<file path="src/design/lib_consts.vh">
`ifndef LIB_CONSTS_VH
`define LIB_CONSTS_VH
// register word indices (byte address = index * 4)
`define LIB_REG_CTRL   3'h0
`define LIB_REG_IRQEN  3'h1
`define LIB_REG_STAT   3'h2
`define LIB_REG_MASK   3'h3
`define LIB_REG_STATE  3'h4
// control fields
`define LIB_CTRL_W       12
`define LIB_CTRL_RST     12'h263
`define LIB_C_COM1_EN    0
`define LIB_C_COM2_EN    1
`define LIB_C_COM1_SEL   5:2
`define LIB_C_COM2_SEL   9:6
`define LIB_C_IRQ9_ISA   10
`define LIB_C_IRQ10_ISA  11
// status event bits
`define LIB_EV_W       3
`define LIB_EV_DONE    0
`define LIB_EV_SPLIT   1
`define LIB_EV_DROP    2
// irq lines carried to the host
`define LIB_IRQ_SUPP   16'h9ef8
`define LIB_IRQ9       9
`define LIB_IRQ10      10
// serial port base choices
`define LIB_COM_B0     12'h200
`define LIB_COM_B1     12'h208
`define LIB_COM_B2     12'h220
`define LIB_COM_B3     12'h228
`define LIB_COM_B4     12'h238
`define LIB_COM_B5     12'h2e8
`define LIB_COM_B6     12'h338
`define LIB_COM_B7     12'h3e8
`define LIB_COM_B8     12'h3f8
`define LIB_COM_B9     12'h2f8
// address windows
`define LIB_OWN_LO     12'hc80
`define LIB_OWN_HI     12'hcbf
`define LIB_MEM_LO     20'ha0000
`define LIB_MEM_HI     20'hb7fff
`define LIB_IO_NRANGE  27
`define LIB_IO_TABLE {12'h03e,12'h03f, 12'h043,12'h04f, 12'h053,12'h05f, 12'h062,12'h062, \
  12'h066,12'h066, 12'h068,12'h070, 12'h078,12'h07f, 12'h090,12'h091, 12'h093,12'h09f, \
  12'h0a2,12'h0a3, 12'h0a6,12'h0a7, 12'h0aa,12'h0ab, 12'h0ae,12'h0af, 12'h0b6,12'h0b7, \
  12'h0ba,12'h0bb, 12'h0be,12'h2f7, 12'h2f8,12'h2ff, 12'h300,12'h3af, 12'h3bc,12'h3bf, \
  12'h3e0,12'h3f7, 12'h3f8,12'h3ff, 12'h480,12'h4cf, 12'h4d2,12'h4ff, 12'h600,12'hc7f, \
  12'hcc0,12'hcf8, 12'hcfa,12'hcfb, 12'hd00,12'hfff}
// timing
`define LIB_CLK_NS     20
`define LIB_CMD_NS     500
`define LIB_REC_NS     160
`define LIB_SET_LD     8'h03
`endif

</file>
<file path="src/design/lib_bridge.v">
// Local design decisions: the Avalon-MM register port and the placing of the registers.
`timescale 1ns/1ps
`include "lib_consts.vh"
module lib_bridge #(
  parameter CMD_NS = `LIB_CMD_NS,
  parameter REC_NS = `LIB_REC_NS
) (
  input  wire        sys_clk,
  input  wire        rst_n,
  input  wire        ce,
  input  wire [4:0]  av_address,
  input  wire        av_read,
  input  wire        av_write,
  input  wire [31:0] av_writedata,
  output reg  [31:0] av_readdata,
  output wire        av_waitrequest,
  input  wire        up_req,
  input  wire        up_mem,
  input  wire        up_wr,
  input  wire        up_word,
  input  wire        up_claimed,
  input  wire [19:0] up_addr,
  input  wire [15:0] up_wdata,
  output reg         up_ack,
  output reg         up_fwd,
  output reg  [15:0] up_rdata,
  output reg  [19:0] isa_sa,
  output reg         isa_sbhe_n,
  output wire        isa_bale,
  output wire        isa_ior_n,
  output wire        isa_iow_n,
  output wire        isa_memr_n,
  output wire        isa_memw_n,
  output reg  [15:0] isa_d_out,
  output reg         isa_d_oe,
  input  wire [15:0] isa_d_in,
  input  wire        isa_iocs16_n,
  input  wire        isa_iochrdy,
  input  wire [15:0] isa_irq_in,
  output wire        isa_refresh_n,
  output wire [6:0]  isa_dack_n,
  output wire        isa_tc,
  output reg  [15:0] host_irq,
  output wire        irq
);

  localparam CMD_CYC = (CMD_NS + `LIB_CLK_NS - 1) / `LIB_CLK_NS;
  localparam REC_CYC = (REC_NS + `LIB_CLK_NS - 1) / `LIB_CLK_NS;
  localparam integer CMD_M1 = CMD_CYC - 1;
  localparam integer REC_M1 = REC_CYC - 1;
  localparam [7:0] CMD_LD = CMD_M1[7:0];
  localparam [7:0] REC_LD = REC_M1[7:0];
  localparam SW = 34;

  localparam S_IDLE = 3'd0;
  localparam S_ADDR = 3'd1;
  localparam S_CMD  = 3'd2;
  localparam S_RDY  = 3'd3;
  localparam S_REC  = 3'd4;
  localparam S_SET  = 3'd5;

  //////////////////////////////////////////////////////////////////////////
  // fixed ISA outputs: no refresh, no dma, single master
  assign isa_refresh_n = 1'b1;
  assign isa_dack_n    = 7'h7f;
  assign isa_tc        = 1'b0;
  // no master or dma request inputs exist, so no arbitration can happen

  //////////////////////////////////////////////////////////////////////////
  // pin synchronisers: three stages, change taken when stages two and three agree
  wire [SW-1:0] pin_raw = {isa_irq_in, isa_d_in, isa_iocs16_n, isa_iochrdy};
  reg  [SW-1:0] s1_reg;
  reg  [SW-1:0] s2_reg;
  reg  [SW-1:0] s3_reg;
  reg  [SW-1:0] pin_reg;
  wire [SW-1:0] pin_next = (~(s2_reg ^ s3_reg) & s3_reg) | ((s2_reg ^ s3_reg) & pin_reg);

  always @(posedge sys_clk) begin
    if (!rst_n) begin
      s1_reg  <= {SW{1'b0}};
      s2_reg  <= {SW{1'b0}};
      s3_reg  <= {SW{1'b0}};
      pin_reg <= {SW{1'b0}};
    end else if (ce) begin
      s1_reg  <= pin_raw;
      s2_reg  <= s1_reg;
      s3_reg  <= s2_reg;
      pin_reg <= pin_next;
    end
  end

  wire [15:0] irq_pin  = pin_reg[33:18];
  wire [15:0] d_pin    = pin_reg[17:2];
  wire        cs16_n   = pin_reg[1];
  wire        rdy_pin  = pin_reg[0];

  //////////////////////////////////////////////////////////////////////////
  // registers
  reg [`LIB_CTRL_W-1:0] ctrl_reg;
  reg [15:0]            irqen_reg;
  reg [`LIB_EV_W-1:0]   stat_reg;
  reg [`LIB_EV_W-1:0]   mask_reg;
  reg                   av_ack_reg;
  reg [`LIB_EV_W-1:0]   ev;

  wire av_req = av_read | av_write;
  wire av_wr  = av_ack_reg & av_write;
  wire [2:0] av_idx = av_address[4:2];

  assign av_waitrequest = av_req & ~av_ack_reg;
  assign irq = |(stat_reg & mask_reg);

  // serial port base lookup
  function [11:0] com_base;
    input [3:0] sel;
    begin
      case (sel)
        4'h0:    com_base = `LIB_COM_B0;
        4'h1:    com_base = `LIB_COM_B1;
        4'h2:    com_base = `LIB_COM_B2;
        4'h3:    com_base = `LIB_COM_B3;
        4'h4:    com_base = `LIB_COM_B4;
        4'h5:    com_base = `LIB_COM_B5;
        4'h6:    com_base = `LIB_COM_B6;
        4'h7:    com_base = `LIB_COM_B7;
        4'h8:    com_base = `LIB_COM_B8;
        default: com_base = `LIB_COM_B9;
      endcase
    end
  endfunction

  // is this I/O address in one of the free ranges
  function io_free;
    input [11:0] a;
    reg [24*`LIB_IO_NRANGE-1:0] tbl;
    integer i;
    begin
      tbl = `LIB_IO_TABLE;
      io_free = 1'b0;
      for (i = 0; i < `LIB_IO_NRANGE; i = i + 1) begin
        if (a >= tbl[i*24+23 -: 12] && a <= tbl[i*24+11 -: 12]) begin
          io_free = 1'b1;
        end
      end
    end
  endfunction

  //////////////////////////////////////////////////////////////////////////
  // forwarding decision
  wire [11:0] com1_b = com_base(ctrl_reg[`LIB_C_COM1_SEL]);
  wire [11:0] com2_b = com_base(ctrl_reg[`LIB_C_COM2_SEL]);
  wire        io_low = (up_addr[19:12] == 8'h00);
  wire        com1_hit = ctrl_reg[`LIB_C_COM1_EN] & io_low & (up_addr[11:3] == com1_b[11:3]);
  wire        com2_hit = ctrl_reg[`LIB_C_COM2_EN] & io_low & (up_addr[11:3] == com2_b[11:3]);
  wire        own_hit = io_low & (up_addr[11:0] >= `LIB_OWN_LO) & (up_addr[11:0] <= `LIB_OWN_HI);
  // a word access must fit whole: its high byte address is checked as well
  wire [19:0] up_last = up_addr + {19'h00000, up_word};
  wire        last_low = (up_last[19:12] == 8'h00);
  wire        com1_last = ctrl_reg[`LIB_C_COM1_EN] & (up_last[11:3] == com1_b[11:3]);
  wire        com2_last = ctrl_reg[`LIB_C_COM2_EN] & (up_last[11:3] == com2_b[11:3]);
  wire        own_last = (up_last[11:0] >= `LIB_OWN_LO) & (up_last[11:0] <= `LIB_OWN_HI);
  wire        last_ok = last_low & io_free(up_last[11:0]) & ~own_last & ~com1_last & ~com2_last;
  wire        mem_ok = (up_addr >= `LIB_MEM_LO) & (up_addr <= `LIB_MEM_HI) & (up_last <= `LIB_MEM_HI);
  wire        io_ok = io_low & io_free(up_addr[11:0]) & ~own_hit & ~com1_hit & ~com2_hit & last_ok;
  wire        fwd_ok = up_mem ? mem_ok : (io_ok & ~up_claimed);

  //////////////////////////////////////////////////////////////////////////
  // ISA cycle engine
  reg [2:0]  st_reg;
  reg [7:0]  cnt_reg;
  reg        wide_reg;
  reg        split_reg;
  reg        phase_reg;
  reg        wr_reg;
  reg        mem_reg;
  reg [15:0] wdat_reg;

  wire strobe = (st_reg == S_CMD) | (st_reg == S_RDY);
  assign isa_bale   = (st_reg == S_ADDR);
  assign isa_ior_n  = ~(strobe & ~mem_reg & ~wr_reg);
  assign isa_iow_n  = ~(strobe & ~mem_reg & wr_reg);
  assign isa_memr_n = ~(strobe & mem_reg & ~wr_reg);
  assign isa_memw_n = ~(strobe & mem_reg & wr_reg);

  wire done_cmd = ((st_reg == S_CMD) && (cnt_reg == 8'h00) && rdy_pin) ||
                  ((st_reg == S_RDY) && rdy_pin);

  always @(posedge sys_clk) begin
    if (!rst_n) begin
      st_reg     <= S_IDLE;
      cnt_reg    <= 8'h00;
      wide_reg   <= 1'b0;
      split_reg  <= 1'b0;
      phase_reg  <= 1'b0;
      wr_reg     <= 1'b0;
      mem_reg    <= 1'b0;
      wdat_reg   <= 16'h0000;
      isa_sa     <= 20'h00000;
      isa_sbhe_n <= 1'b1;
      isa_d_out  <= 16'h0000;
      isa_d_oe   <= 1'b0;
      up_ack     <= 1'b0;
      up_fwd     <= 1'b0;
      up_rdata   <= 16'h0000;
      ev         <= {`LIB_EV_W{1'b0}};
    end else if (ce) begin
      up_ack <= 1'b0;
      ev     <= {`LIB_EV_W{1'b0}};
      case (st_reg)
        S_IDLE: begin
          if (up_req && !up_ack) begin
            if (!fwd_ok) begin
              up_ack   <= 1'b1;
              up_fwd   <= 1'b0;
              up_rdata <= 16'hffff;
              ev[`LIB_EV_DROP] <= 1'b1;
            end else begin
              wr_reg     <= up_wr;
              mem_reg    <= up_mem;
              wdat_reg   <= up_wdata;
              split_reg  <= up_word;
              phase_reg  <= 1'b0;
              isa_sa     <= up_addr;
              isa_sbhe_n <= ~(up_word | up_addr[0]);
              cnt_reg    <= `LIB_SET_LD;
              st_reg     <= S_SET;
            end
          end
        end
        // hold the address until iocs16_n has crossed the pin synchroniser
        S_SET: begin
          if (cnt_reg != 8'h00) begin
            cnt_reg <= cnt_reg - 8'h01;
          end else begin
            st_reg <= S_ADDR;
          end
        end
        S_ADDR: begin
          if (split_reg && !phase_reg && !mem_reg && !cs16_n) begin
            wide_reg  <= 1'b1;
            split_reg <= 1'b0;
            isa_d_out <= wdat_reg;
          end else begin
            wide_reg   <= 1'b0;
            isa_sbhe_n <= ~isa_sa[0];
            isa_d_out  <= phase_reg ? {wdat_reg[15:8], wdat_reg[15:8]} : {wdat_reg[7:0], wdat_reg[7:0]};
            if (split_reg && !phase_reg) begin
              ev[`LIB_EV_SPLIT] <= 1'b1;
            end
          end
          isa_d_oe <= wr_reg;
          cnt_reg  <= CMD_LD;
          st_reg   <= S_CMD;
        end
        S_CMD: begin
          if (cnt_reg != 8'h00) begin
            cnt_reg <= cnt_reg - 8'h01;
          end else if (!rdy_pin) begin
            st_reg <= S_RDY;
          end
        end
        S_RDY: begin
          if (rdy_pin) begin
            st_reg <= S_REC;
          end
        end
        S_REC: begin
          if (cnt_reg != 8'h00) begin
            cnt_reg <= cnt_reg - 8'h01;
          end else if (split_reg && !phase_reg) begin
            phase_reg <= 1'b1;
            isa_sa    <= isa_sa + 20'h00001;
            st_reg    <= S_ADDR;
          end else begin
            up_ack <= 1'b1;
            up_fwd <= 1'b1;
            ev[`LIB_EV_DONE] <= 1'b1;
            st_reg <= S_IDLE;
          end
        end
        default: begin
          st_reg <= S_IDLE;
        end
      endcase
      if (done_cmd) begin
        st_reg   <= S_REC;
        cnt_reg  <= REC_LD;
        isa_d_oe <= 1'b0;
        if (!wr_reg) begin
          if (wide_reg) begin
            up_rdata <= d_pin;
          end else if (phase_reg) begin
            up_rdata[15:8] <= d_pin[7:0];
          end else begin
            up_rdata <= {8'hff, d_pin[7:0]};
          end
        end
      end
    end
  end

  //////////////////////////////////////////////////////////////////////////
  // irq routing
  wire [15:0] irq_route = {5'h1f, ctrl_reg[`LIB_C_IRQ10_ISA], ctrl_reg[`LIB_C_IRQ9_ISA], 9'h1ff};

  always @(posedge sys_clk) begin
    if (!rst_n) begin
      host_irq <= 16'h0000;
    end else if (ce) begin
      host_irq <= irq_pin & irqen_reg & irq_route & `LIB_IRQ_SUPP;
    end
  end

  //////////////////////////////////////////////////////////////////////////
  // Avalon-MM slave, one wait cycle per access
  always @(posedge sys_clk) begin
    if (!rst_n) begin
      av_ack_reg  <= 1'b0;
      av_readdata <= 32'h00000000;
      ctrl_reg    <= `LIB_CTRL_RST;
      irqen_reg   <= 16'h0000;
      stat_reg    <= {`LIB_EV_W{1'b0}};
      mask_reg    <= {`LIB_EV_W{1'b0}};
    end else if (ce) begin
      av_ack_reg <= av_req & ~av_ack_reg;
      if (av_req && !av_ack_reg) begin
        case (av_idx)
          `LIB_REG_CTRL:  av_readdata <= {20'h00000, ctrl_reg};
          `LIB_REG_IRQEN: av_readdata <= {16'h0000, irqen_reg};
          `LIB_REG_STAT:  av_readdata <= {29'h00000000, stat_reg};
          `LIB_REG_MASK:  av_readdata <= {29'h00000000, mask_reg};
          `LIB_REG_STATE: av_readdata <= {irq_pin, 12'h000, phase_reg, st_reg};
          default:        av_readdata <= 32'h00000000;
        endcase
      end
      if (av_wr && av_idx == `LIB_REG_CTRL) begin
        ctrl_reg <= av_writedata[`LIB_CTRL_W-1:0];
      end
      if (av_wr && av_idx == `LIB_REG_IRQEN) begin
        irqen_reg <= av_writedata[15:0] & `LIB_IRQ_SUPP;
      end
      if (av_wr && av_idx == `LIB_REG_MASK) begin
        mask_reg <= av_writedata[`LIB_EV_W-1:0];
      end
      if (av_wr && av_idx == `LIB_REG_STAT) begin
        stat_reg <= (stat_reg & ~av_writedata[`LIB_EV_W-1:0]) | ev;
      end else begin
        stat_reg <= stat_reg | ev;
      end
    end
  end

endmodule

</file>
<file path="config.mk">
export PLATFORM = sky130hd
export DESIGN_NAME = lib_bridge
export DESIGN_NICKNAME = d
export VERILOG_FILES = /design/src/design/lib_bridge.v
export VERILOG_INCLUDE_DIRS = /design/src /design/src/design
export SDC_FILE = /design/constraint.sdc
export NUM_CORES = 1
export LEC_CHECK = 0
export ABC_AREA = 0
export BUFFER_PORTS_ARGS = -buffer_cell sky130_fd_sc_hd__buf_4
export CELL_PAD_IN_SITES_DETAIL_PLACEMENT = 1
export CELL_PAD_IN_SITES_GLOBAL_PLACEMENT = 1
export CORE_AREA = 5 5 250 252
export CTS_CLUSTER_DIAMETER = 40
export CTS_CLUSTER_SIZE = 10
export DETAILED_ROUTE_END_ITERATION = 6
export DIE_AREA = 0 0 255 257
export HOLD_SLACK_MARGIN = 0.15
export PLACE_DENSITY_LB_ADDON = 0.05
export SLEW_MARGIN = 20
export SYNTH_ARGS = -nofsm -noshare
export SYNTH_HDL_FRONTEND = slang
export SYNTH_SLANG_ARGS = --single-unit
</file>
<file path="constraint.sdc">
create_clock -name sys_clk -period 5.6 [get_ports sys_clk]
set_input_delay 0.56 -clock sys_clk [delete_from_list [all_inputs] [get_ports sys_clk]]
set_output_delay 0.56 -clock sys_clk [all_outputs]
set_load 0.02 [all_outputs]
</file>
# ---- Yosys cells after proc, flatten, opt, wreduce, memory -nomap -nowiden
# Memory sizes are Yosys's and may differ from the RTL's. A register that Yosys moved wholly into a read port is not among the register bits.
# Cells that the tools add are included.
dict set report totals {
  reg_bits 298
  latchBits 0
  ramBits 0
  mem_bits_ro 192
  inputBits 117
  out_inout_bits 120
  elab_cells 455
  n_memories 2
}
# memory words width read_ports rd_clocked_by_memory_dff wr line_no
set mem_list {}
lappend mem_list {{(name not given)} 16 6 1 1 0 lib_bridge.v:117} ;# case (sel)
lappend mem_list {{(name not given)} 16 6 1 1 0 lib_bridge.v:117}
dict set report op_classes {
  add_sub_neg 3
  mul 0
  div_mod_pow 0
  order_cmp 115
  eq_ne 29
  n_shift 0
  muxes 122
  bitwise_logic 60
  n_reduce_logical 97
}
# op n
set ops {}
lappend ops {{$ge 12x8->1 const B} 18}
lappend ops {{$le 12x8->1 const B} 16}
lappend ops {{$pmux 32 s5} 1}
lappend ops {{$ge 12x7->1 const B} 12}
lappend ops {{$le 12x10->1 const B} 12}
lappend ops {{$le 12x7->1 const B} 12}
lappend ops {{$mux 16} 8}
lappend ops {{$ge 12x10->1 const B} 10}
lappend ops {{$le 12x12->1 const B} 10}
lappend ops {{$ge 12x12->1 const B} 8}
lappend ops {{$mux 1} 82}
lappend ops {{$mux 20} 4}
lappend ops {{$ge 12x11->1 const B} 6}
lappend ops {{$and 34x34->34} 2}
lappend ops {{$logic_and 1x1->1} 66}
lappend ops {{$le 12x11->1 const B} 4}
lappend ops {{$mux 8} 6}
lappend ops {{$le 20x20->1 const B} 2}
lappend ops {{$pmux 20 s2} 1}
lappend ops {{$eq 9x9->1} 4}
lappend ops {{$not 34->34} 1}
lappend ops {{$or 34x34->34} 1}
lappend ops {{$xor 34x34->34} 1}
lappend ops {{$and 16x16->16} 2}
lappend ops {{other kinds (37)} 137}

# ---- Depth between registers and ports, before layout
# Gate-level depths: netlist (run 1).
dict set report depth {
  depth_word 44
  mapped_depth 16
  mapped_depth_nobuf 12
}

# ---- Worst setup path after synthesis (run 1)
# No wires, ideal clock.
dict set report synth_path {
  path_kind {input port to flip-flop}
  startpoint {in up_word}
  endpoint {reg isa_sa[15]}
  setup_ps 119
  arrival_time_ps 3435
  t_required_ps 5481
  slack_ps 2046
  cell_stages 14
  n_path_buf 2
  cell_sequence {ha_1 ha_1 buf_2 or4b_2 a21oi_1 a2111oi_0 o211ai_1 o311ai_0 a2111oi_0 nand4bb_1 nand3_1 buf_2 a21oi_1 o221a_2}
}
dict set report synth_via {
  elab_chain_cells 39
  word_cells_on_any_way 131
  classes_between {add/sub: 1; order compare: 57; eq/ne: 3; mux: 28; bitwise: 13; reduce/logical: 29}
}
# element line_no
set synth_rtl {}
lappend synth_rtl {{from (decl)} lib_bridge.v:20} ;# input wire up_word,
lappend synth_rtl {{$add 20x1->20 *} lib_bridge.v:157} ;# wire [19:0] up_last = up_addr + {19'h00000, up_word};
lappend synth_rtl {{$ge 12x12->1 or $le 12x12->1 (tied branches)} lib_bridge.v:141} ;# if (a >= tbl[i*24+23 -: 12] && a <= tbl[i*24+11 -: 12]) begin
lappend synth_rtl {{$logic_and 1x1->1} lib_bridge.v:141}
lappend synth_rtl {{$mux 1 (27 in series)} lib_bridge.v:141}
lappend synth_rtl {{$and 1x1->1 (4 in series)} lib_bridge.v:162} ;# wire last_ok = last_low & io_free(up_last[11:0]) & ~own_last & ~com1_last & ~com2_last;
lappend synth_rtl {{$and 1x1->1} lib_bridge.v:164} ;# wire io_ok = io_low & io_free(up_addr[11:0]) & ~own_hit & ~com1_hit & ~com2_hit & last_ok;
lappend synth_rtl {{$and 1x1->1} lib_bridge.v:165} ;# wire fwd_ok = up_mem ? mem_ok : (io_ok & ~up_claimed);
lappend synth_rtl {{$mux 1 *} lib_bridge.v:165}
lappend synth_rtl {{$ne 2x2->1 (no line) *} n/a}
lappend synth_rtl {{$reduce_and 6->1 (no line) *} n/a}
lappend synth_rtl {{to (signal assigned)} lib_bridge.v:223} ;# isa_sa <= up_addr;
lappend synth_rtl {{to (signal assigned)} lib_bridge.v:272} ;# isa_sa <= isa_sa + 20'h00001;
lappend synth_rtl {{to (decl)} lib_bridge.v:27} ;# output reg [19:0] isa_sa,
# Every way passes the cells marked *; elsewhere a longest branch is shown, timed or not.
# A chain may end at the register's enable or synchronous reset.

# ---- Worst setup path after layout (run 1)
# Same ends and word-level chain as after synthesis.

==> metrics.log, run 1 <==
INFO  metric largest_net_degree_at_the_start_of_global_routing = 156
INFO  metric timing.critical_path.required = 6060 ps
INFO  metric clk_path_buf_depth = 3
INFO  metric number_of_gates_given_a_new_drive_strength_after_cts = 0
INFO  metric dpl_cell_area = 16900 um2
INFO  metric place.gp.congestion = 0.822
INFO  metric synth_ff_type = dfxtp_1
INFO  metric clock_tree_from_tritoncts = done
INFO  metric power_frac_seq = 32.5%
INFO  metric sequential_cell_area = 6130 um2
INFO  metric cts_hold_repair.buffers = 0
INFO  metric synthesis.yosys.warnings = 0
INFO  metric timing.clock.skew = 24.9 ps
INFO  metric floorplan.rows = 90
INFO  metric unique_cell_type_count_in_the_yosys_netlist = 88
INFO  metric starting_utilization_of_the_core_area = 24.8%
INFO  metric synth_top_area_share = 41.2%
INFO  metric worst-path-max-fanout = 31
INFO  metric worstSetupStartpointType = primary input
INFO  metric area.growth.synth_to_final = 30.2%
INFO  metric highest_ir_drop_seen_on_vdd = 0.000189 V
INFO  metric mostFrequentLayoutCells = dfxtp_1 (306), nor2_1 (259), buf_4 (217)
INFO  metric async_flop_share = 0%
INFO  metric io-pin-count = 237
INFO  metric timing.critical_path.arrival = 4650 ps
INFO  metric clkSlewWorstSetupHoldPaths = 50 ps
INFO  metric routed_wire_length_per_instance = 19.6 um
INFO  metric rsz_0062_raised_after_global_routing = no
INFO  metric worstSetupEndpointType = flop
INFO  metric multi_input_logic_area = 8040 um2
INFO  metric syn_avg_cell_area = 8.27 um2
INFO  metric cellInternalPower = 5.24 mW
INFO  metric comb_pwr_share = 7.1%
INFO  metric finalWirelength = 54900 um
INFO  metric root_buffer_selected_by_cts = clkbuf_16
INFO  metric layout_min_cycle_time = 4200 ps
INFO  metric post-route-worst-setup-slack = 1400 ps
INFO  metric achievable-frequency = 238 MHz
INFO  metric layout.cells.most_common = dfxtp_1
INFO  metric final_cell_area = 19400 um2
INFO  metric power.static_leakage = 7.91 nW
INFO  metric portion_of_the_post_synthesis_area_used_by_sequential_elements = 41.2%
INFO  metric timing.final.crit_share = 74.9%
INFO  metric power_density_over_the_cells = 360 nW/um2
INFO  metric nFillCells = 6985
INFO  metric dp_worst_setup_slack = 819 ps
INFO  metric cts-buffers-inserted = 72
INFO  metric ys_ff_latch = 306
INFO  metric switching_power_summed_over_all_nets = 1.72 mW
INFO  metric die_width = 255 um
INFO  metric cts-htree-levels = 3
INFO  metric port_buffers = 199
INFO  metric layout-drive-gt1-share = 18.9%
INFO  metric route.detailed.drc = 0
INFO  metric final_layout_net_count = 2081
INFO  metric cts_post_setup_buffers_inserted = 0
INFO  metric die_height = 257 um
INFO  metric synth_top_cell_by_area = dfxtp_1
INFO  metric postSynthCellCount = 1799
INFO  metric slew_violations = 0
INFO  metric timing.final.hold_violations = 0
INFO  metric worst_hold_path_type = in -> reg
INFO  metric share_clk_of_total_power = 60.5%
INFO  metric fin_util = 32.3%
INFO  metric drv_cap = 0
INFO  metric antenna_violations_before_repair = 0
INFO  metric first_global_vias = 14400
INFO  metric worstMarginPinSlew = 1120 ps
INFO  metric slew_headroom = 25.5%
INFO  metric post_synth_main_area_contributors = dfxtp_1 (41%), mux2i_1 (11%), nor2_1 (6.6%), a21oi_1 (5.5%), nand2_1 (4.1%)
INFO  metric swShare = 24.7%
INFO  metric fp.coreArea = 59900 um2
INFO  metric vias_per_cell = 4.95
INFO  metric setup-violations-final = 0
INFO  metric combined_global_route_utilization_of_all_metal_layers = 16.2%
INFO  metric grt_remaining_overflow = 0
INFO  metric die_area = 65500 um2
INFO  metric post-dp-hpwl = 37500 um
INFO  metric detailedRoute.firstIterationViolations = 558
INFO  metric syn-cell-area = 14900 um2
INFO  metric insertedDiodeCount = 0
INFO  metric clock_latency = 590 ps
INFO  metric critical_path_class = in -> reg
INFO  metric sinks_on_clock_net = 306
INFO  metric ant_nets = 0
INFO  metric run_status = finished, final reports clean
INFO  metric vias = 13800
INFO  metric tns = 0 ps
INFO  metric whs = 207 ps
INFO  metric synth-edff-count = 0
INFO  metric firstDrtPassIters = 4
INFO  metric grt_first_pass_wirelength = 85100 um
-- Yosys cell counts (11+ instances only) --
library cell,instances
dfxtp_1,306
nor2_1,261
mux2i_1,168
a21oi_1,164
nand2_1,163
o21ai_0,94
clkbuf_1,88
nand3_1,65
nor3_1,36
a21o_1,27
o211ai_1,25
buf_4,23
a211oi_1,21
nor4_1,21
inv_1,19
a31oi_1,17
and2_1,17
and3_1,17
buf_2,17
buf_1,16
nand4_1,15
xor2_1,12
nand2b_1,11
o31ai_1,11
-- routing by layer --
layer  track usage, %  vias up  wire length (um)
met3             2.93      110              1740
met2             27.7      215             26700
met5                0        -                 0
met4             5.10        0              1480
met1             20.8     6747             25000
li1                 -     6766                 -
-- area by class of cell --
class / instances / share of cell area [%]
well taps: 782 / 5.05
repair buffers: 219 / 8.59
clock buffers: 93 / 10.5
flip-flops and latches: 306 / 31.6
inverters: 23 / 0.485
clock inverters: 39 / 2.24
multi-input cells: 1336 / 41.5
-- cells by family after synthesis --
group | Yosys count | synth area share (%)
AND/OR/NAND/NOR | 672 | 21.2
buffers and inverters | 172 | 5.26
XOR/XNOR | 21 | 1.24
flip-flops | 306 | 41.2
multiplexers | 169 | 11.4
AO/OA/AOI/OAI | 451 | 19.2
other | 2 | 0.0505
adder cells (fa/ha/maj) | 6 | 0.505
-- power groups by stage --
| stage | logic, mW | clock network [mW] | registers, mW |
|---|---|---|---|
| after floorplan | 0.305 | 0 | 2.30 |
| after global placement | 0.497 | 0 | 2.30 |
| after detailed placement | 0.501 | 0 | 2.30 |
| after CTS | 0.503 | 4.34 | 2.26 |
| after global routing | 0.540 | 4.45 | 2.27 |
| final | 0.492 | 4.21 | 2.26 |
-- critical path, stage by stage --
cell and delay (ps):
buf_4 130, ha_1 440, ha_1 600, and3_1 480, mux2i_1 130, o21a_1 200, nor4_1 220, o311ai_0 330
a2111oi_0 490, nand4bb_1 240, nand3_1 120, buf_4 330, a21oi_1 70, o221a_2 270
-- path summary, 6_finish.rpt --
kind,from,end,slack [ps],depth (start not counted)
min,isa_d_in[15],s1_reg[17]$_SDFFE_PN0P_,210,3
max reg2reg,cnt_reg[0]$_SDFFE_PN0P_,up_rdata[2]$_SDFFE_PN0P_,2290,12
max,up_word,isa_sa[15]$_SDFFE_PN0P_,1400,14
min reg2reg,s3_reg[32]$_SDFFE_PN0P_,flop,450,2
-- per-stage QoR --
| step | cells | total power, mW |
|---|---|---|
| 5_1_grt | 2798 | 7.25 |
| 3_5_place_dp | 2666 | 2.81 |
| 2_1_floorplan | 1814 | 2.61 |
| 6_report | 2798 | 6.96 |
| 4_1_cts | 2798 | 7.10 |
| 3_3_place_gp | 2666 | 2.80 |
Note: power is estimated with default switching activity, not from simulation.
==> run 2: changes to the inputs <==
- clock period: 5.6 -> 3.9 ns (I/O delays scaled with it)
==> run 2 against run 1 <==
Compared with the run above: worst setup slack worse by 1000 ps; via count up 4.0%; register-to-register slack worse by 1500 ps; total power up 47%; count of clock-buffer cells in the layout unchanged; combinational power up 63%; clock power up 46%; die area unchanged; worst hold slack better by 19 ps; critical path depth up 1; largest cell class unchanged; highest routed layer unchanged.
==> metrics.log, run 2 (same netlist as run 1, synthesis figures left out) <==
INFO  metric firstDrtPassIters = 5
INFO  metric port_buffers = 199
INFO  metric report.power.total = 10.2 mW
INFO  metric share_clk_of_total_power = 60.3%
INFO  metric nFillCells = 6946
INFO  metric hold_path_depth = 3
INFO  metric layout.cells.most_common = dfxtp_1
INFO  metric timing.reg2reg.worst_path_depth = 12
INFO  metric worst-path-buf-inv = 4
INFO  metric post-route-worst-setup-slack = 394 ps
INFO  metric dp_worst_setup_slack = -116 ps
INFO  metric layout.cells.non_filler = 2909
INFO  metric critical_path_class = in -> reg
INFO  metric worst_hold_path_type = in -> reg
INFO  metric layout-drive-gt1-share = 19.9%
INFO  metric worst_reg2reg_endpoint = up_rdata[7]$_SDFFE_PN0P_
INFO  metric worstSetupEndpointType = flop
INFO  metric worst_setup_path_endpoint = cnt_reg[6]$_SDFFE_PN0P_
INFO  metric fin_util = 34.3%
INFO  metric floorplan.rows = 90
INFO  metric cts-htree-levels = 3
INFO  metric critical_path.startpoint = up_word
INFO  metric die_width = 255 um
INFO  metric sinks_on_clock_net = 306
INFO  metric post-dp-hpwl = 38400 um
INFO  metric starting_utilization_of_the_core_area = 24.8%
INFO  metric mostFrequentLayoutCells = dfxtp_1 (306), nor2_1 (260), buf_4 (259)
INFO  metric layout_min_cycle_time = 3510 ps
INFO  metric whs = 226 ps
INFO  metric cellInternalPower = 7.65 mW
INFO  metric reg2reg_slack = 830 ps
INFO  metric power.static_leakage = 8.48 nW
INFO  metric dp_cells = 2714
INFO  metric timing.final.hold_violations = 0
INFO  metric run_status = finished, final reports clean
INFO  metric crit_cells = 15
INFO  metric achievable-frequency = 285 MHz
INFO  metric clk_path_buf_depth = 3
INFO  metric comb_pwr_share = 7.8%
INFO  metric rsz_0062_raised_after_global_routing = no
INFO  metric drv_cap = 0
INFO  metric combined_global_route_utilization_of_all_metal_layers = 16.6%
INFO  metric timing.final.crit_share = 89.9%
INFO  metric finalWirelength = 56000 um
INFO  metric critical_path.cell_chain = buf_4, ha_1, ha_1, buf_4, or4_1, a21oi_2, nor4_1, o311ai_0, a2111oi_0, nand4bb_1, buf_4, nand3_1, buf_12, o211ai_1, o41ai_1
INFO  metric swShare = 25.1%
INFO  metric slowest_delay = 800 ps
INFO  metric cts_post_setup_buffers_inserted = 0
INFO  metric vias_per_cell = 4.95
INFO  metric area.growth.synth_to_final = 38.1%
INFO  metric timing.critical_path.required = 4320 ps
INFO  metric highest_ir_drop_seen_on_vdd = 0.000292 V
INFO  metric grt_first_pass_wirelength = 86900 um
INFO  metric detailedRoute.firstIterationViolations = 552
INFO  metric route.detailed.drc = 0
INFO  metric cts-buffers-inserted = 71
INFO  metric fp.coreArea = 59900 um2
INFO  metric switching_power_summed_over_all_nets = 2.56 mW
INFO  metric worst-path-max-fanout = 15
INFO  metric routed_wire_length_per_instance = 19.3 um
INFO  metric final_layout_net_count = 2196
INFO  metric path_delay_family = compound AO/OA/AOI/OAI gates
INFO  metric die_area = 65500 um2
INFO  metric die_height = 257 um
INFO  metric timing.critical_path.arrival = 3930 ps
INFO  metric max_stage_delay_cell_worst_path = o311ai_0
INFO  metric power_density_over_the_cells = 497 nW/um2
INFO  metric root_buffer_selected_by_cts = clkbuf_16
INFO  metric slew_violations = 0
INFO  metric ant_nets = 0
INFO  metric io-pin-count = 237
INFO  metric setup-violations-final = 0
INFO  metric timing.clock.skew = 32.1 ps
INFO  metric largest_net_degree_at_the_start_of_global_routing = 134
INFO  metric insertedDiodeCount = 0
INFO  metric slew_headroom = 30.3%
INFO  metric clock_latency = 600 ps
INFO  metric r2r-start = cnt_reg[0]$_SDFFE_PN0P_
INFO  metric antenna_violations_before_repair = 0
INFO  metric power_frac_seq = 31.8%
INFO  metric number_of_gates_given_a_new_drive_strength_after_cts = 0
INFO  metric clkSlewWorstSetupHoldPaths = 40 ps
INFO  metric place.gp.congestion = 0.833
INFO  metric worstSetupStartpointType = primary input
INFO  metric grt_remaining_overflow = 0
INFO  metric worstMarginPinSlew = 1040 ps
INFO  metric clock_tree_from_tritoncts = done
INFO  metric vias = 14400
INFO  metric first_global_vias = 14800
INFO  metric path_common_cell = buf_4
==> run 2: cell types whose count changed in the layout (fill, tap and decap cells not counted), moves of 3 or more <==
cell           before  now
buf_12              1    7
buf_4             217  259
clkbuf_16          74   71
clkbuf_8           12   16
clkinv_16           1    4
clkinv_2           16   11
clkinvlp_4          7    4
dlygate4sd3_1       0   68
inv_6               3    0
==> run 2: metrics by stage <==
stage | area (um2) | setup TNS, ps
floorplan | 14900 | 0
detailed placement | 17300 | -2330
global placement | 17300 | -429
finish | 20500 | 0
CTS | 20500 | 0
global route | 20500 | 0
==> run 2: cell type report <==
type | count | area, um2 | area share [%]
Multi-Input combinational cell | 1336 | 8040 | 39.1
Sequential cell | 306 | 6130 | 29.8
Timing Repair Buffer | 335 | 2780 | 13.5
Clock buffer | 93 | 2010 | 9.78
Tap cell | 782 | 978 | 4.76
Clock inverter | 34 | 515 | 2.51
Inverter | 23 | 93.8 | 0.457
==> run 2: worst min path at each step <==
stage / end / from
floorplan: split_reg$_SDFFE_PN0P_ / split_reg$_SDFFE_PN0P_
global placement: flop / s3_reg[33]$_SDFFE_PN0P_
detailed placement: av_readdata[21]$_SDFFE_PN0P_ / av_readdata[21]$_SDFFE_PN0P_
CTS: isa_sa[19]$_SDFFE_PN0P_ / up_addr[19]
global route: isa_sa[12]$_SDFFE_PN0P_ / up_addr[12]
finish: isa_sa[12]$_SDFFE_PN0P_ / up_addr[12]
==> run 2: timing repair <==
item                                    CTS  global route
endpoints found under the setup margin    0             0
hold buffers                             68             0
hold endpoints to repair                 77             0
==> run 2: routing by layer <==
layer / track usage [%] / up-vias / part of all wire [%]
li1: - / 7007 / -
met1: 21.4 / 7070 / 45
met2: 28.5 / 220 / 50
met3: 3.02 / 92 / 3.1
met4: 4.55 / 0 / 2.3
met5: 0 / - / 0
==> run 2: tightest hold or removal path, stage by stage <==
cell and delay, ps:
buf_4 150, a21oi_1 130, o32ai_1 80
==> run 2: power by group through the flow <==
stage | Clock [mW] | Combinational (mW) | Sequential [mW]
after floorplan | 0 | 0.439 | 3.31
after global placement | 0 | 0.750 | 3.31
after detailed placement | 0 | 0.758 | 3.31
after CTS | 6.34 | 0.815 | 3.25
after global routing | 6.51 | 0.875 | 3.25
final | 6.16 | 0.801 | 3.25
==> run 3: changes to the inputs <==
- CAP_MARGIN: unset -> 20
- PLACE_DENSITY_LB_ADDON: 0.05 -> 0.15
==> run 3 against run 2 <==
Compared with the run above: clock skew rose by 21 ps; via count is 0.30% higher; sequential share of layout area fell by 0.20 points; count of clock-buffer cells in the layout is the same; global-route usage about the same; routed wire length fell by 0.41%; total power shrank 1.1%; worst hold slack lost 16 ps; die area did not move; critical endpoint is now cnt_reg[4]$_SDFFE_PN0P_; highest routed layer unchanged.
==> metrics.log, run 3 (same netlist as run 1, synthesis figures left out) <==
INFO  metric dp_cells = 2739
INFO  metric firstDrtPassIters = 4
INFO  metric power.static_leakage = 8.55 nW
INFO  metric antenna_violations_before_repair = 2
INFO  metric first_global_vias = 15200
INFO  metric critical_path.cell_chain = buf_4, ha_1, ha_1, and4_1, a21boi_0, o21a_1, nor4_1, o311ai_0, a2111oi_0, nand4bb_1, buf_4, nand3_1, buf_4, nor2_1, o221a_2
INFO  metric achievable-frequency = 288 MHz
INFO  metric layout.cells.most_common = dfxtp_1
INFO  metric max_stage_delay_cell_worst_path = a2111oi_0
INFO  metric timing.reg2reg.worst_path_depth = 12
INFO  metric worst-path-max-fanout = 11
INFO  metric worst-path-buf-inv = 3
INFO  metric slew_violations = 0
INFO  metric die_height = 257 um
INFO  metric timing.critical_path.arrival = 3940 ps
INFO  metric timing.final.crit_share = 89.0%
INFO  metric route.detailed.drc = 0
INFO  metric finalWirelength = 55800 um
INFO  metric combined_global_route_utilization_of_all_metal_layers = 16.6%
INFO  metric clock_latency = 590 ps
INFO  metric floorplan.rows = 90
INFO  metric clk_path_buf_depth = 3
INFO  metric setup-violations-final = 0
INFO  metric worstSetupStartpointType = primary input
INFO  metric area.growth.synth_to_final = 39.1%
INFO  metric timing.clock.skew = 53.6 ps
INFO  metric routed_wire_length_per_instance = 19.0 um
INFO  metric cts-htree-levels = 3
INFO  metric die_width = 255 um
INFO  metric vias = 14400
INFO  metric highest_ir_drop_seen_on_vdd = 0.000289 V
INFO  metric worst_reg2reg_endpoint = up_rdata[0]$_SDFFE_PN0P_
INFO  metric worst_hold_path_type = in -> reg
INFO  metric layout.cells.non_filler = 2937
INFO  metric grt_remaining_overflow = 0
INFO  metric timing.critical_path.required = 4370 ps
INFO  metric power_density_over_the_cells = 489 nW/um2
INFO  metric post-dp-hpwl = 39000 um
INFO  metric path_common_cell = buf_4
INFO  metric r2r-start = cnt_reg[0]$_SDFFE_PN0P_
INFO  metric critical_path.startpoint = up_addr[0]
INFO  metric cts_post_setup_buffers_inserted = 0
INFO  metric final_layout_net_count = 2218
INFO  metric layout-drive-gt1-share = 20.9%
INFO  metric slew_headroom = 22.8%
INFO  metric largest_net_degree_at_the_start_of_global_routing = 134
INFO  metric mostFrequentLayoutCells = dfxtp_1 (306), buf_4 (283), nor2_1 (260)
INFO  metric rsz_0062_raised_after_global_routing = no
INFO  metric worst_setup_path_endpoint = cnt_reg[4]$_SDFFE_PN0P_
INFO  metric critical_path_class = in -> reg
INFO  metric die_area = 65500 um2
INFO  metric fin_util = 34.5%
INFO  metric starting_utilization_of_the_core_area = 24.8%
INFO  metric io-pin-count = 237
INFO  metric reg2reg_slack = 610 ps
INFO  metric report.power.total = 10.1 mW
INFO  metric worstMarginPinSlew = 1150 ps
INFO  metric grt_first_pass_wirelength = 87400 um
INFO  metric run_status = finished, final reports clean
INFO  metric drv_cap = 0
INFO  metric place.gp.congestion = 0.834
INFO  metric timing.final.hold_violations = 0
INFO  metric path_delay_family = compound AO/OA/AOI/OAI gates
INFO  metric cts-buffers-inserted = 70
INFO  metric clock_tree_from_tritoncts = done
INFO  metric root_buffer_selected_by_cts = clkbuf_16
INFO  metric worstSetupEndpointType = flop
INFO  metric detailedRoute.firstIterationViolations = 709
INFO  metric vias_per_cell = 4.91
INFO  metric clkSlewWorstSetupHoldPaths = 50 ps
INFO  metric slowest_delay = 500 ps
INFO  metric fp.coreArea = 59900 um2
INFO  metric ant_nets = 0
INFO  metric sinks_on_clock_net = 306
INFO  metric number_of_gates_given_a_new_drive_strength_after_cts = 0
INFO  metric layout_min_cycle_time = 3470 ps
INFO  metric crit_cells = 15
INFO  metric port_buffers = 199
INFO  metric cts_hold_repair.buffers = 66
run 3: worst min-delay path by stage:
stage                                            start                           end  slack (ps)  cells after the start
final                                  av_writedata[8]          com2_b[4]$_SDFF_PP1_         210                      3
after global routing                                ce     host_irq[15]$_SDFFE_PN0P_         190                      3
after CTS                              av_writedata[8]          com2_b[4]$_SDFF_PP1_         160                      3
after detailed placement  av_readdata[22]$_SDFFE_PN0P_  av_readdata[22]$_SDFFE_PN0P_         450                      2
after global placement         s3_reg[19]$_SDFFE_PN0P_                          flop         440                      2
after floorplan                 split_reg$_SDFFE_PN0P_        split_reg$_SDFFE_PN0P_         440                      2
run 3: metal layers:
layer / vias to the layer above / share of wire, % / GRT usage [%] / wire [um]
li1: 7051 / - / - / -
met1: 7031 / 45 / 21.0 / 24900
met2: 264 / 49 / 28.7 / 27500
met3: 86 / 3.7 / 3.17 / 2050
met4: 0 / 2.3 / 4.91 / 1300
met5: - / 0 / 0 / 0
run 3: power by group:
part,internal (mW),total (mW),switching (mW)
Sequential,3.20,3.25,0.0478
Combinational,0.338,0.822,0.485
Clock,4.04,6.03,2.00
Total,7.57,10.1,2.53
run 3: worst min-delay path, cell delays in order:
cell     delay (ps)
buf_4            90
mux2i_1          80
o31ai_1         220
run 3: cell type report:
cell class | count | area [um2]
Clock buffer | 93 | 1990
Sequential cell | 306 | 6130
Fill cell | 6964 | 39200
Antenna cell | 3 | 7.51
Tap cell | 782 | 978
Multi-Input combinational cell | 1336 | 8040
Clock inverter | 36 | 484
Timing Repair Buffer | 358 | 2960
Inverter | 23 | 93.8
run 3: through the flow:
step / TNS [ps] / setup slack (ps) / instance area, um2 / hold WS, ps
3_3_place_gp: -2790 / -187 / 17500 / 440
4_1_cts: 0 / 462 / 20700 / 163
5_1_grt: 0 / 200 / 20700 / 194
3_5_place_dp: -3380 / -163 / 17500 / 450
6_report: 0 / 428 / 20700 / 210
2_1_floorplan: 0 / 516 / 14900 / 435
